[src/design/mrc_defs.svh]
`ifndef MRC_DEFS_SVH
`define MRC_DEFS_SVH
// Minimum acquisition times per reading, in microseconds
`define MRC_T_NORMAL_US 51200
`define MRC_T_DOUBLE_US 24576
`define MRC_T_FAST_US 2048
// Core clock rate in MHz
`define MRC_CLK_MHZ 200
// Cycle counts derived from the times; longest figure drives the counter width
`define MRC_CYC_NORMAL (`MRC_T_NORMAL_US * `MRC_CLK_MHZ)
`define MRC_CYC_DOUBLE (`MRC_T_DOUBLE_US * `MRC_CLK_MHZ)
`define MRC_CYC_FAST (`MRC_T_FAST_US * `MRC_CLK_MHZ)
// Speed alias values in readings per second
`define MRC_SPEED_NORMAL 16'h0014
`define MRC_SPEED_DOUBLE 16'h0028
`define MRC_SPEED_FAST_MAX 16'h0190
// Illegal parameter value error code (-224 as 16-bit two's complement)
`define MRC_ERR_ILLEGAL 16'hFF20
// Trigger count forced by the slow rates
`define MRC_TRIG_ONE 16'h0001
`endif

[src/design/mrc_pkg.sv]
package mrc_pkg;
    // Acquisition rate selection
    typedef enum logic [1:0] {
        MRC_RATE_NORMAL = 2'h0,
        MRC_RATE_DOUBLE = 2'h1,
        MRC_RATE_FAST = 2'h2
    } mrc_rate_t;
    // Command kinds from the command parser
    typedef enum logic [2:0] {
        MRC_CMD_NONE,
        MRC_CMD_RATE_SET,
        MRC_CMD_RATE_QUERY,
        MRC_CMD_SPEED_SET,
        MRC_CMD_SPEED_QUERY
    } mrc_cmd_t;
    // Rate keyword argument as decoded by the parser
    typedef enum logic [1:0] {
        MRC_KW_NORMAL = 2'h0,
        MRC_KW_DOUBLE = 2'h1,
        MRC_KW_FAST = 2'h2,
        MRC_KW_OTHER = 2'h3
    } mrc_kw_t;
    // Settings coupled to the fast rate
    typedef struct packed {
        logic averaging_enable;
        logic duty_cycle_correction_enable;
        logic secondary_gain_correction_enable;
        logic first_channel_term;  // Math formula reduced to the first channel alone
    } mrc_coupled_t;
    // One command from the host side
    typedef struct packed {
        mrc_cmd_t kind;
        mrc_kw_t keyword;
        logic [15:0] speed;
    } mrc_request_t;
    // Answer to a command
    typedef struct packed {
        logic is_error;
        logic [15:0] error_code;
        mrc_rate_t rate;
        logic [15:0] speed;
    } mrc_answer_t;
endpackage : mrc_pkg

[src/design/mrc_cycle_timer.sv]
`timescale 1ns/100ps
`default_nettype none
// Counts one measurement cycle of a given length and pulses at its end
module mrc_cycle_timer #(
    parameter int WIDTH = 24
) (
    input wire logic core_clk,
    input wire logic rst,
    input wire logic [WIDTH-1:0] length,
    output logic cycle_start
);
    logic [WIDTH-1:0] count;  // Cycles left in the current measurement
    logic [WIDTH-1:0] next_count;
    // Reload at zero; the length is only sampled at a reload
    always_comb begin
        cycle_start = (count == '0);
        next_count = cycle_start ? length - 1'b1 : count - 1'b1;
    end
    // Register the count
    always_ff @(posedge core_clk) begin
        if (rst) begin
            count <= '0;
        end else begin
            count <= next_count;
        end
    end
endmodule : mrc_cycle_timer
`default_nettype wire

[src/design/mrc_decode.sv]
`timescale 1ns/100ps
`default_nettype none
`include "mrc_defs.svh"
// Turns a request into a legal rate or a rejection; purely combinational
module mrc_decode
    import mrc_pkg::*;
(
    input wire mrc_request_t req,
    output mrc_rate_t rate,
    output logic legal
);
    // Keyword path and speed alias path share one result
    always_comb begin
        rate = MRC_RATE_NORMAL;
        legal = 1'b0;
        if (req.kind == MRC_CMD_RATE_SET) begin
            legal = (req.keyword != MRC_KW_OTHER);
            case (req.keyword)
                MRC_KW_DOUBLE: rate = MRC_RATE_DOUBLE;
                MRC_KW_FAST: rate = MRC_RATE_FAST;
                default: rate = MRC_RATE_NORMAL;
            endcase
        end else if (req.kind == MRC_CMD_SPEED_SET) begin
            // 20 and 40 are exact; anything else from 1 to 400 means fast
            if (req.speed == `MRC_SPEED_NORMAL) begin
                legal = 1'b1;
            end else if (req.speed == `MRC_SPEED_DOUBLE) begin
                rate = MRC_RATE_DOUBLE;
                legal = 1'b1;
            end else if (req.speed != 16'h0000 && req.speed <= `MRC_SPEED_FAST_MAX) begin
                rate = MRC_RATE_FAST;
                legal = 1'b1;
            end
        end
    end
endmodule : mrc_decode
`default_nettype wire

[src/design/mrc_rate_control.sv]
`timescale 1ns/100ps
`default_nettype none
`include "mrc_defs.svh"
module mrc_rate_control
    import mrc_pkg::*;
#(
    parameter int CYC_WIDTH = 24,
    parameter int CYC_NORMAL = `MRC_CYC_NORMAL,
    parameter int CYC_DOUBLE = `MRC_CYC_DOUBLE,
    parameter int CYC_FAST = `MRC_CYC_FAST
) (
    input wire logic core_clk,
    input wire logic rst,
    input wire mrc_request_t req,
    input wire logic req_valid,
    input wire mrc_coupled_t user_settings,
    input wire logic [15:0] user_trigger_count,
    output mrc_answer_t answer,
    output logic answer_valid,
    output mrc_coupled_t active_settings,
    output logic [15:0] trigger_count,
    output logic trigger_count_load,
    output mrc_rate_t active_rate,
    output logic cycle_start
);
    // Refuse counts that do not fit or are empty
    initial begin
        if (CYC_NORMAL < 1 || CYC_DOUBLE < 1 || CYC_FAST < 1 ||
            CYC_NORMAL >= (1 << CYC_WIDTH) || CYC_DOUBLE >= (1 << CYC_WIDTH) ||
            CYC_FAST >= (1 << CYC_WIDTH)) begin
            $error("mrc_rate_control: cycle counts do not fit CYC_WIDTH");
        end
    end

    mrc_rate_t dec_rate;  // Rate asked for by the request
    logic dec_legal;  // Request carries a legal argument
    mrc_rate_t sel_rate;  // Selected rate as software sees it
    mrc_rate_t next_sel_rate;
    logic [15:0] sel_speed;  // Speed value last written, for the speed query
    logic [15:0] next_sel_speed;
    mrc_coupled_t saved;  // Settings captured when fast was entered
    mrc_coupled_t next_saved;
    mrc_coupled_t active;  // Settings the engine uses
    mrc_coupled_t next_active;
    logic in_fast;  // Coupling currently imposed
    logic next_in_fast;
    mrc_answer_t next_answer;
    logic next_answer_valid;
    logic [15:0] next_trigger_count;
    logic next_trigger_count_load;
    mrc_rate_t run_rate;  // Rate of the measurement cycle in progress
    mrc_rate_t next_run_rate;
    logic [CYC_WIDTH-1:0] cycle_len;  // Length for the next cycle
    logic set_ok;  // Legal set command this cycle
    logic set_bad;  // Illegal set command this cycle

    mrc_decode u_decode (
        .req(req),
        .rate(dec_rate),
        .legal(dec_legal)
    );

    // Cycle length follows the selection; the timer samples it only at reload
    always_comb begin
        case (sel_rate)
            MRC_RATE_DOUBLE: cycle_len = CYC_WIDTH'(CYC_DOUBLE);
            MRC_RATE_FAST: cycle_len = CYC_WIDTH'(CYC_FAST);
            default: cycle_len = CYC_WIDTH'(CYC_NORMAL);
        endcase
    end

    mrc_cycle_timer #(
        .WIDTH(CYC_WIDTH)
    ) u_timer (
        .core_clk(core_clk),
        .rst(rst),
        .length(cycle_len),
        .cycle_start(cycle_start)
    );

    // Command handling, coupling and restoration
    always_comb begin
        set_ok = req_valid && dec_legal &&
                 (req.kind == MRC_CMD_RATE_SET || req.kind == MRC_CMD_SPEED_SET);
        set_bad = req_valid && !dec_legal &&
                  (req.kind == MRC_CMD_RATE_SET || req.kind == MRC_CMD_SPEED_SET);
        next_sel_rate = sel_rate;
        next_sel_speed = sel_speed;
        next_saved = saved;
        next_in_fast = in_fast;
        next_trigger_count = trigger_count;
        next_trigger_count_load = 1'b0;
        next_answer = answer;
        next_answer_valid = 1'b0;
        next_run_rate = cycle_start ? sel_rate : run_rate;
        // Outside fast the user settings pass straight through
        next_active = in_fast ? active : user_settings;
        if (set_ok) begin
            next_sel_rate = dec_rate;
            case (dec_rate)
                MRC_RATE_NORMAL: next_sel_speed = `MRC_SPEED_NORMAL;
                MRC_RATE_DOUBLE: next_sel_speed = `MRC_SPEED_DOUBLE;
                default: next_sel_speed = (req.kind == MRC_CMD_SPEED_SET) ?
                                          req.speed : `MRC_SPEED_FAST_MAX;
            endcase
            if (dec_rate == MRC_RATE_FAST) begin
                if (!in_fast) begin
                    // Save what was in place, then impose the coupling
                    next_saved = user_settings;
                    next_in_fast = 1'b1;
                end
                next_active = '0;
                next_active.first_channel_term = 1'b1;
                // Trigger count is left to the host in fast mode
                next_trigger_count = user_trigger_count;
            end else begin
                if (in_fast) begin
                    next_active = saved;
                    next_in_fast = 1'b0;
                end
                next_trigger_count = `MRC_TRIG_ONE;
                next_trigger_count_load = 1'b1;
            end
            next_answer.is_error = 1'b0;
            next_answer.error_code = 16'h0000;
            next_answer.rate = dec_rate;
            next_answer.speed = next_sel_speed;
            next_answer_valid = 1'b1;
        end else if (set_bad) begin
            next_answer.is_error = 1'b1;
            next_answer.error_code = `MRC_ERR_ILLEGAL;
            next_answer_valid = 1'b1;
        end else if (req_valid && (req.kind == MRC_CMD_RATE_QUERY ||
                                   req.kind == MRC_CMD_SPEED_QUERY)) begin
            next_answer.is_error = 1'b0;
            next_answer.error_code = 16'h0000;
            next_answer.rate = sel_rate;
            next_answer.speed = sel_speed;
            next_answer_valid = 1'b1;
        end else begin
            // The host owns the count, fast mode included, except at a slow-rate set (forced to one) and at a query or illegal set (held)
            next_trigger_count = user_trigger_count;
        end
    end

    // Register command state
    always_ff @(posedge core_clk) begin
        if (rst) begin
            sel_rate <= MRC_RATE_NORMAL;
            sel_speed <= `MRC_SPEED_NORMAL;
            saved <= '0;
            active <= '0;
            in_fast <= 1'b0;
            answer <= '0;
            answer_valid <= 1'b0;
            trigger_count <= `MRC_TRIG_ONE;
            trigger_count_load <= 1'b0;
            run_rate <= MRC_RATE_NORMAL;
        end else begin
            sel_rate <= next_sel_rate;
            sel_speed <= next_sel_speed;
            saved <= next_saved;
            active <= next_active;
            in_fast <= next_in_fast;
            answer <= next_answer;
            answer_valid <= next_answer_valid;
            trigger_count <= next_trigger_count;
            trigger_count_load <= next_trigger_count_load;
            run_rate <= next_run_rate;
        end
    end

    // The engine sees the rate of the cycle it is running
    assign active_rate = run_rate;
    assign active_settings = active;
endmodule : mrc_rate_control
`default_nettype wire

[config.mk]
export PLATFORM = sky130hd
export DESIGN_NAME = mrc_rate_control
export DESIGN_NICKNAME = d
export VERILOG_FILES = /design/src/design/mrc_pkg.sv /design/src/design/mrc_cycle_timer.sv /design/src/design/mrc_decode.sv /design/src/design/mrc_rate_control.sv
export VERILOG_INCLUDE_DIRS = /design/src /design/src/design
export SDC_FILE = /design/constraint.sdc
export NUM_CORES = 1
export LEC_CHECK = 0
export ABC_AREA = 1
export BUFFER_PORTS_ARGS = -buffer_cell sky130_fd_sc_hd__buf_2
export CORE_ASPECT_RATIO = 2
export CORE_UTILIZATION = 25
export CTS_CLUSTER_SIZE = 12
export DETAILED_ROUTE_END_ITERATION = 12
export PLACE_DENSITY = 0.44
export RECOVER_POWER = 100
export SYNTH_ARGS = -nofsm -noshare
export SYNTH_HDL_FRONTEND = slang
export SYNTH_HIERARCHICAL = 1
export SYNTH_SLANG_ARGS = --single-unit
[constraint.sdc]
create_clock -name core_clk -period 1.9 [get_ports core_clk]
set_input_delay 0.285 -clock core_clk [delete_from_list [all_inputs] [get_ports core_clk]]
set_output_delay 0.285 -clock core_clk [all_outputs]
set_load 0.01 [all_outputs]
==> flow_metrics.py, run 1 <==
metrics = {
    "route": {
        "antenna_left": 0,
        "wl_per_cell_um": 13.3,
        "viasPerCell": 4.28,
        "drt-pass1-iter-count": 4,
        "drt_iter0_drc": 122,
        "vias": 5879,
        "postRouteWirelength_mm": 18.3,
        "remaining_drc_errors": 0,
    },
    "sta": {
        "worst_slack_ns": -0.180,
        "rsz0062_at_grt": "true",
        "setup_violations": 21,
        "fin_skew_ns": 0.00900,
        "fin_crit_ns": 2.08,
        "hold_viol": 0,
        "max_clock_freq_mhz": 481,
        "slew_headroom": 0.649,
        "slew_viol_final": 0,
        "holdWs_ns": 0.148,
        "worstMarginPinSlew_ns": 0.526,
        "finalCritPeriodShare": 1.09,
    },
    "floorplanning": {
        "rows": 77,
        "core-area_um2": 22000,
        "die_area_um2": 23000,
        "start_util": 0.254,
        "die_x_um": 108,
        "top_level_ports": 104,
        "die_h_um": 213,
    },
    "worst_hold_path": {
        "hp-start": "user_trigger_count[15]",
        "whs_path_depth": 3,
        "holdCritPathClass": "primary input to flip-flop",
        "min_to": "trigger_count[15]",
    },
    "global_routing": {
        "globalRouteOverflowTotal": 0,
        "gr-usage-all-layers": 0.164,
        "grt_max_degree": 34,
        "first_global_vias": 5714,
        "grt_pass1_wl_mm": 28.2,
        "antenna_found_initial": 0,
    },
    "worst_setup_path": {
        "crit_path_start_kind": "flip-flop",
        "rrSetupSlack_ns": -0.18,
        "required_ns": 2.15,
        "cp-end-kind": "flip-flop",
        "reg2reg_depth": 15,
        "path_max_fanout": 8,
        "rr_startpoint": "u_timer/count[19]",
        "worst_ep_arrival_time_ns": 2.33,
        "criticalPathCategory": "flip-flop to flip-flop",
        "rr_endpoint": "u_timer/count[17]",
    },
    "yosys": {
        "synth-warning-count": 6,
        "synth_cell_type_count": 33,
        "synth_edf_count": 0,
        "synth_area_um2": 5580,
        "yosysSeqAreaShare": 0.323,
        "avgSynthCellArea_um2": 6.31,
        "postSynthCellCount": 885,
        "synth-main-ff-cell": "dfxtp_1",
        "ys_ff_latch": 90,
        "synthArstFlopShare": 0,
    },
    "clocking": {
        "clkTransAtPathRegs_ns": 0.06,
        "worstSkewPairLatency_ns": 0.36,
        "hold_buffers": 0,
        "cts_tree": "yes",
        "cts_root_buffer": "clkbuf_16",
        "cts_sinks": 90,
        "htree_levels": 3,
        "cts_buffer_depth": 2,
        "cts_buffers": 9,
    },
    "run_status": {
        "violations": "negative setup slack",
        "status": "complete, but fails checks",
    },
    "pwr": {
        "power.leakage_uw": 0.00384,
        "finalPower_uw": 10400,
        "ir_worst_vdd_mv": 0.814,
        "power_density_nw_per_um2": 1340,
    },
    "flow_run": {
        "drv_cap": 0,
    },
    "cells_and_area": {
        "drive_above_1_share": 0.278,
        "nets": 1141,
        "final_cell_area_um2": 7760,
        "final_common_cell": "nand2_1",
        "diodes": 0,
        "final_cell_mix": "nand2_1 (224), nor2_1 (120), inv_1 (114)",
        "fin_util": 0.353,
        "final_cells": 1374,
        "syn_to_final_growth_pct": 38.9,
        "n_fill_cell": 2519,
    },
    "placed_design": {
        "dp_hpwl_mm": 14.6,
        "dp_cells": 1341,
        "placed_area_um2": 7000,
        "gp_congestion": 0.839,
        "port-buffer-count": 96,
    },
}
==> stage by stage <==
stage | setup TNS [ns] | setup slack [ns]
3_5_place_dp | -21.91 | -0.428
5_1_grt | -4.58 | -0.282
6_report | -2.06 | -0.180
2_1_floorplan | 0 | 0.00416
3_3_place_gp | -24.40 | -0.427
4_1_cts | -1.59 | -0.135
==> report_power, final <==
group / leakage [uW] / switching, uW / internal [uW]
registers: 0.000740 / 154 / 2120
clock network: 0.000145 / 822 / 1060
logic: 0.00295 / 3680 / 2580
==> synthesized netlist by cell type, types with 3 or more instances <==
library cell  instances  share of area
inv_2                 7         0.0047
clkbuf_1              5         0.0034
nand2_2              19          0.021
o21ai_0              15          0.013
dfxtp_1              90           0.32
buf_4                19          0.026
nor3_1                5         0.0045
nand3_1              51          0.046
nor2_4                5          0.010
buf_6                11          0.022
a21oi_1              39          0.035
o21ai_1               4         0.0036
buf_2                13          0.012
nor2_2               15          0.017
inv_1               118          0.079
nand4_1              36          0.040
nand2_4               4         0.0081
ha_1                  4         0.0090
nand2_1             250           0.17
o21bai_1              3         0.0040
nor2_1              133          0.089
nand3_2               3         0.0054
nand4_2               3         0.0067
nand3b_1             24          0.032
==> routing by layer <==
layer	track usage	up-vias	routed length, um
li1	-	3129	-
met1	0.145	2634	6340
met2	0.341	81	10800
met3	0.0249	35	379
met4	0.0869	0	757
met5	0	-	0
==> worst max-delay path: stages, from the launching register on <==
cell and delay, ns:
dfxtp_1 0.34, inv_1 0.07, nand3_2 0.10, nor2_4 0.06
buf_4 0.14, nand3_4 0.10, buf_4 0.18, nand2_2 0.12
nand2_2 0.13, nand2_2 0.09, nor2_2 0.16, nand2_2 0.09
nor2_4 0.20, nand3_1 0.09, nand2_1 0.07, nor2_1 0.04
==> flip-flops by register name, summed over array words and instances (netlist names), named ones only <==
name,count
u_timer/count,24
sel_speed,16
in_fast,1
trigger_count_load,1
sel_rate,2
answer_valid,1
active_settings,1
answer,19
trigger_count,16
saved,4
active_rate,2
==> worst max path at each step <==
stage,startpoint,end,slack [ns],cells past startpoint
3_3_place_gp,u_timer/count[13],u_timer/count[9],-0.43,16
6_report,u_timer/count[19],u_timer/count[17],-0.18,15
4_1_cts,u_timer/count[6],u_timer/count[12],-0.14,14
2_1_floorplan,u_timer/count[1],u_timer/count[20],0.004,14
3_5_place_dp,u_timer/count[13],u_timer/count[9],-0.43,16
5_1_grt,u_timer/count[21],u_timer/count[21],-0.28,16
==> timing repair <==
| item | 4_1_cts | 5_1_grt |
|---|---|---|
| cloned | 0 | 0 |
| pin swaps | 26 | 23 |
| setup endpoints to repair | 24 | 30 |
| setup buffers | 11 | 8 |
| gates resized for setup | 81 | 32 |
==> kinds of logic (layout without fill, tap and decap cells) <==
| kind of cell | count (synthesis) | after routing | share of synthesized area |
|---|---|---|---|
| flip-flops | 90 | 90 | 0.323 |
| AO/OA/AOI/OAI | 63 | 63 | 0.0605 |
| other | 1 | 30 | 0.000672 |
| adder cells (fa/ha/maj) | 4 | 4 | 0.00896 |
| AND/OR/NAND/NOR | 551 | 551 | 0.456 |
| buffers and inverters | 176 | 360 | 0.151 |
==> cell type report <==
cell class	instances	area (um2)	area share
clock buffer	10	239	0.0308
sequential	90	1810	0.234
multi-input combinational	648	3360	0.433
timing repair buffer	218	1460	0.188
inverter	126	478	0.0616
tap	276	345	0.0445
clock inverter	6	63.8	0.00823
Note: power is estimated with default switching activity, not from simulation.
==> run 2, diff against run 1 <==
--- a/config.mk
+++ b/config.mk
@@ -18,3 +18,4 @@
 export SYNTH_HDL_FRONTEND = slang
 export SYNTH_HIERARCHICAL = 1
 export SYNTH_SLANG_ARGS = --single-unit
+export TNS_END_PERCENT = 1
==> run 2 against run 1 <==
The flow still finishes with violations (negative setup slack). Cell count down 0.44%. Critical endpoint is now u_timer/count[10]. Total power down 3.2%. Clock-buffer cell count unchanged. Combinational power down 5.3%.
==> flow_metrics.py, run 2 (synthesis gave the netlist of run 1 again) <==
metrics = {
    "route": {
        "drt-pass1-iter-count": 4,
        "postRouteWirelength_mm": 18.1,
        "vias": 5838,
        "wl_per_cell_um": 13.3,
        "remaining_drc_errors": 0,
        "drt_iter0_drc": 105,
        "viasPerCell": 4.27,
        "antenna_left": 0,
    },
    "worst_setup_path": {
        "cp_cell_sequence": "nor2_4, nand2_4, nor2_4, buf_6, nand3_4, nand2_1, nand2_1, ha_2, inv_2, nor2_4, buf_4, nand3_4, nor2_4, buf_4, o21ai_1, a21oi_1",
        "cpPeakStageDelay_ns": 0.34,
        "cp-end-kind": "flip-flop",
        "worst_ep_arrival_time_ns": 2.31,
        "path_delay_family": "simple AND/OR/NAND/NOR gates",
        "path_max_fanout": 5,
        "crit_path_start_kind": "flip-flop",
        "required_ns": 2.14,
        "crit_path_top_delay_cell": "dfxtp_2",
        "path_buf_inv": 4,
        "cpMostUsedCell": "nor2_4",
        "criticalPathCategory": "flip-flop to flip-flop",
    },
    "sta": {
        "slew_viol_final": 0,
        "tns_ns": -1.35,
        "setup_violations": 17,
        "fin_skew_ns": 0.00709,
        "slew_headroom": 0.652,
        "fin_crit_ns": 2.07,
        "max_clock_freq_mhz": 484,
        "finalCritPeriodShare": 1.09,
        "rsz0062_at_grt": "true",
        "worstMarginPinSlew_ns": 0.521,
        "worst_slack_ns": -0.168,
        "hold_viol": 0,
    },
    "cells_and_area": {
        "drive_above_1_share": 0.268,
        "final_cell_mix": "nand2_1 (229), nor2_1 (120), inv_1 (114)",
        "top_regs": "u_timer/count: 24 flops, answer: 19 flops",
        "syn_to_final_growth_pct": 36.9,
        "diodes": 0,
        "largest_reg_flops": 24,
        "nets": 1135,
        "final_common_cell": "nand2_1",
        "top_register": "u_timer/count",
    },
    "clocking": {
        "clkTransAtPathRegs_ns": 0.07,
        "cts_buffer_depth": 2,
        "cts_tree": "yes",
        "cts_root_buffer": "clkbuf_16",
        "worstSkewPairLatency_ns": 0.36,
        "cts_buffers": 9,
        "cts_sinks": 90,
        "hold_buffers": 0,
        "htree_levels": 3,
    },
    "run_status": {
        "violations": "negative setup slack",
        "status": "complete, but fails checks",
    },
    "global_routing": {
        "first_global_vias": 5712,
        "grt_pass1_wl_mm": 28.1,
        "gr-usage-all-layers": 0.164,
        "grt_max_degree": 34,
        "globalRouteOverflowTotal": 0,
        "antenna_found_initial": 0,
    },
    "floorplanning": {
        "die_x_um": 108,
        "core-area_um2": 22000,
        "die_h_um": 213,
        "start_util": 0.254,
        "die_area_um2": 23000,
        "rows": 77,
        "top_level_ports": 104,
    },
    "placed_design": {
        "gp_congestion": 0.839,
        "port-buffer-count": 96,
        "dp_hpwl_mm": 14.6,
    },
    "worst_hold_path": {
        "holdCritPathClass": "primary input to flip-flop",
    },
    "pwr": {
        "power_density_nw_per_um2": 1320,
        "power.leakage_uw": 0.00379,
        "ir_worst_vdd_mv": 0.817,
        "finalPower_uw": 10100,
    },
    "flow_run": {
        "drv_cap": 0,
    },
}
==> run 2: changes by cell type in the layout (fill, tap and decap cells not counted), moves of 2 or more <==
cell,before,now
nand2_1,224,229
nand2_4,12,8
inv_4,2,0
buf_4,106,102
==> run 2: worst min-delay path, cell delays in order <==
cell	delay [ns]
buf_2	0.08
nor2_1	0.03
nor2_1	0.08
==> run 2: what timing repair did <==
item | 4_1_cts | 5_1_grt
pin swaps | 29 | 14
gates resized for setup | 81 | 17
endpoints found under the setup margin | 24 | 30
setup buffers | 7 | 4
==> run 2: through the flow <==
stage / instances / instance area [um2] / utilization / worst slack, ns / hold slack (ns)
2_1_floorplan: 914 / 5700 / - / 0.00416 / 0.398
3_3_place_gp: 1341 / 7000 / 0.318 / -0.427 / 0.452
3_5_place_dp: 1341 / 7000 / 0.318 / -0.428 / 0.457
4_1_cts: 1364 / 7630 / 0.347 / -0.135 / 0.133
5_1_grt: 1368 / 7650 / 0.348 / -0.308 / 0.146
6_report: 1368 / 7650 / 0.348 / -0.168 / 0.145
==> run 2: report_power, final <==
group          internal, uW  leakage [uW]  total [uW]  switching (uW)
Sequential             2120      0.000740        2270             154
Clock                  1060      0.000145        1880             826
Combinational          2380       0.00291        5930            3540
Total                  5560       0.00379       10100            4520
==> run 2: cell type report <==
class                      count  area, um2
inverter                     126        478
tap                          276        345
multi-input combinational    648       3310
fill                        2526      14300
clock inverter                 6       63.8
clock buffer                  10        239
sequential                    90       1810
timing repair buffer         212       1400
==> run 2: worst paths after layout <==
| check | slack [ns] | endpoint | depth (start not counted) | startpoint |
|---|---|---|---|---|
| worst min-delay path | 0.15 | trigger_count[15] | 3 | user_trigger_count[15] |
| worst max-delay path | -0.17 | u_timer/count[10] | 16 | u_timer/count[12] |
| worst min register to register | 0.47 | sel_speed[1] | 2 | sel_speed[1] |
| worst max register to register | -0.17 | u_timer/count[10] | 16 | u_timer/count[12] |
==> run 2: layer usage <==
metal / wire (um) / track usage
met5: 0 / 0
met4: 941 / 0.104
met3: 411 / 0.0255
met2: 10600 / 0.334
met1: 6210 / 0.143
==> run 3, diff against run 2 <==
--- a/config.mk
+++ b/config.mk
@@ -6,7 +6,7 @@
 export SDC_FILE = /design/constraint.sdc
 export NUM_CORES = 1
 export LEC_CHECK = 0
-export ABC_AREA = 1
+export ABC_AREA = 0
 export BUFFER_PORTS_ARGS = -buffer_cell sky130_fd_sc_hd__buf_2
 export CORE_ASPECT_RATIO = 2
 export CORE_UTILIZATION = 25
@@ -14,6 +14,7 @@
 export DETAILED_ROUTE_END_ITERATION = 12
 export PLACE_DENSITY = 0.44
 export RECOVER_POWER = 100
+export SETUP_SLACK_MARGIN = 0.15
 export SYNTH_ARGS = -nofsm -noshare
 export SYNTH_HDL_FRONTEND = slang
 export SYNTH_HIERARCHICAL = 1
==> run 3 against run 2 <==
Global-route usage up 0.58 points. Cell count fell by 20%. Utilization is 2.8 points higher. Synthesized cell count fell by 35%. Critical endpoint is now u_timer/count[16]. The run still ends with negative setup slack left. Cell area fell by 5.2%. Register-to-register slack worse by 0.38 ns.
==> flow_metrics.py, run 3 <==
metrics = {
    "sta": {
        "hold_viol": 0,
        "max_clock_freq_mhz": 409,
        "rsz0062_at_grt": "true",
        "fin_crit_ns": 2.44,
        "fin_skew_ns": 0.00530,
        "worstMarginPinSlew_ns": 0.874,
        "finalCritPeriodShare": 1.29,
        "worst_slack_ns": -0.545,
        "slew_headroom": 0.418,
        "setup_violations": 81,
        "slew_viol_final": 0,
    },
    "worst_setup_path": {
        "cpPeakStageDelay_ns": 0.50,
        "reg2reg_depth": 9,
        "cp-end-kind": "flip-flop",
        "path_max_fanout": 3,
        "cp_cell_sequence": "a21oi_2, ha_2, or4b_4, or4_4, a21oi_4, o211ai_4, buf_4, xnor2_1, nor2_1",
        "crit_path_top_delay_cell": "or4b_4",
        "rr_endpoint": "u_timer/count[16]",
        "crit_path_start_kind": "flip-flop",
        "worst_ep_arrival_time_ns": 2.67,
        "path_buf_inv": 1,
        "rr_startpoint": "u_timer/count[0]",
        "criticalPathCategory": "flip-flop to flip-flop",
        "required_ns": 2.12,
        "path_delay_family": "simple AND/OR/NAND/NOR gates",
        "rrSetupSlack_ns": -0.54,
    },
    "cells_and_area": {
        "diodes": 0,
        "fin_util": 0.376,
        "n_fill_cell": 2097,
        "final_cell_mix": "buf_4 (108), dfxtp_1 (85), nor2_1 (80)",
        "syn_to_final_growth_pct": 48.4,
        "final_common_cell": "buf_4",
        "regArea_um2": 1810,
        "drive_above_1_share": 0.330,
        "final_cell_area_um2": 7250,
        "top_regs": "u_timer/count: 24 flops, answer: 19 flops",
        "largest_reg_flops": 24,
        "top_register": "u_timer/count",
        "multi_input_area_um2": 3340,
        "nets": 882,
    },
    "global_routing": {
        "gr-usage-all-layers": 0.170,
        "globalRouteOverflowTotal": 0,
        "grt_max_degree": 21,
        "grt_pass1_wl_mm": 26.0,
        "first_global_vias": 5158,
        "antenna_found_initial": 0,
    },
    "route": {
        "postRouteWirelength_mm": 16.5,
        "antenna_left": 0,
        "vias": 5115,
        "wl_per_cell_um": 15.0,
        "viasPerCell": 4.66,
        "drt-pass1-iter-count": 4,
        "remaining_drc_errors": 0,
        "drt_iter0_drc": 98,
    },
    "flow_run": {
        "drv_cap": 0,
    },
    "clocking": {
        "cts_sinks": 90,
        "htree_levels": 3,
        "worstSkewPairLatency_ns": 0.35,
        "cts_tree": "yes",
        "cts_root_buffer": "clkbuf_16",
        "cts_buffers": 9,
        "clkTransAtPathRegs_ns": 0.07,
        "cts_buffer_depth": 2,
        "hold_buffers": 0,
    },
    "yosys": {
        "ys_ff_latch": 90,
        "yosys.area.top_type_share": 0.369,
        "yosys.area.top_type": "dfxtp_1",
        "postSynthCellCount": 576,
        "yosysSeqAreaShare": 0.369,
        "synthArstFlopShare": 0,
        "synthTopCellsByCount": "dfxtp_1 (90), nor2_1 (85), a21oi_1 (49)",
        "synth-warning-count": 6,
        "avgSynthCellArea_um2": 8.48,
        "yosys.cell_count.top_type": "dfxtp_1",
        "synth_edf_count": 0,
        "synth_cell_type_count": 79,
        "synth_area_um2": 4890,
        "synth-main-ff-cell": "dfxtp_1",
        "yosys-top-cells-area": "dfxtp_1 (37%), nor2_1 (6.5%), a21oi_1 (5.0%), a211oi_2 (3.8%), buf_4 (2.9%)",
    },
    "worst_hold_path": {
        "min_to": "trigger_count[0]",
        "holdCritPathClass": "primary input to flip-flop",
        "whs_path_depth": 3,
        "hp-start": "user_trigger_count[0]",
    },
    "floorplanning": {
        "die_area_um2": 20100,
        "rows": 72,
        "die_h_um": 200,
        "core-area_um2": 19300,
        "die_x_um": 101,
        "top_level_ports": 104,
        "start_util": 0.254,
    },
    "placed_design": {
        "dp_hpwl_mm": 13.1,
        "gp_congestion": 0.899,
        "placed_area_um2": 6700,
        "post-place-ws_ns": -0.790,
        "port-buffer-count": 96,
    },
    "pwr": {
        "power_density_nw_per_um2": 1360,
        "finalPower_uw": 9880,
        "ir_worst_vdd_mv": 0.652,
        "power.leakage_uw": 0.00293,
    },
    "run_status": {
        "violations": "negative setup slack",
        "status": "complete, but fails checks",
    },
}
run 3: through the flow:
stage                     cells  hold WS, ns  TNS [ns]
final                      1098        0.181    -24.09
after global routing       1098        0.184    -31.58
after CTS                  1097        0.164    -21.87
after detailed placement   1081        0.466    -51.78
after global placement     1081        0.451    -48.90
after floorplan             653        0.432    -29.66
run 3: worst min-delay path, delay by kind of cell:
kind	cells	cell delay, ns
buffers and inverters	1	0.07
and+or+nand+nor	1	0.08
AOI/OAI and AO/OA	1	0.06
run 3: what timing repair did:
item	4_1_cts	5_1_grt
hold endpoints to repair	0	0
buffers inserted	0	1
endpoints found under the setup margin	85	85
pin swaps	18	9
resized for setup	57	15
run 3: where the power goes:
part | switching, uW | leakage [uW] | total (uW) | internal, uW
logic | 2850 | 0.00204 | 5510 | 2660
registers | 225 | 0.000738 | 2410 | 2190
clock network | 799 | 0.000153 | 1960 | 1160
total | 3870 | 0.00293 | 9880 | 6010
run 3: worst max path at each step:
stage	from	end	slack [ns]	cells past startpoint
2_1_floorplan	req[1]	flip-flop	-0.47	8
3_3_place_gp	u_timer/count[6]	u_timer/count[23]	-0.74	7
3_5_place_dp	req[13]	answer[10]	-0.79	10
4_1_cts	u_timer/count[6]	cycle_start	-0.54	7
5_1_grt	u_timer/count[6]	u_timer/count[16]	-0.65	7
6_report	u_timer/count[0]	u_timer/count[16]	-0.54	9
run 3: metal layers:
metal  share of wire  vias up  GRT usage
met5               0        -          0
met4           0.037        0     0.0821
met1            0.35     2400      0.161
met3           0.035       33     0.0327
met2            0.57      126      0.339
li1                -     2556          -
run 3: cells by family after synthesis:
family / share of synthesized area
XOR/XNOR: 0.0159
flip-flops: 0.369
buffers and inverters: 0.0663
other: 0.000767
AND/OR/NAND/NOR: 0.270
AO/OA/AOI/OAI: 0.243
adder cells (fa/ha/maj): 0.0102
multiplexers: 0.0251
run 3: final cells by class:
| type | instances | share of cell area |
|---|---|---|
| inverters | 12 | 0.00621 |
| clock inverters | 6 | 0.0124 |
| well taps | 259 | 0.0447 |
| repair buffers | 218 | 0.196 |
| multi-input cells | 503 | 0.460 |
| clock buffers | 10 | 0.0316 |
| flip-flops and latches | 90 | 0.249 |
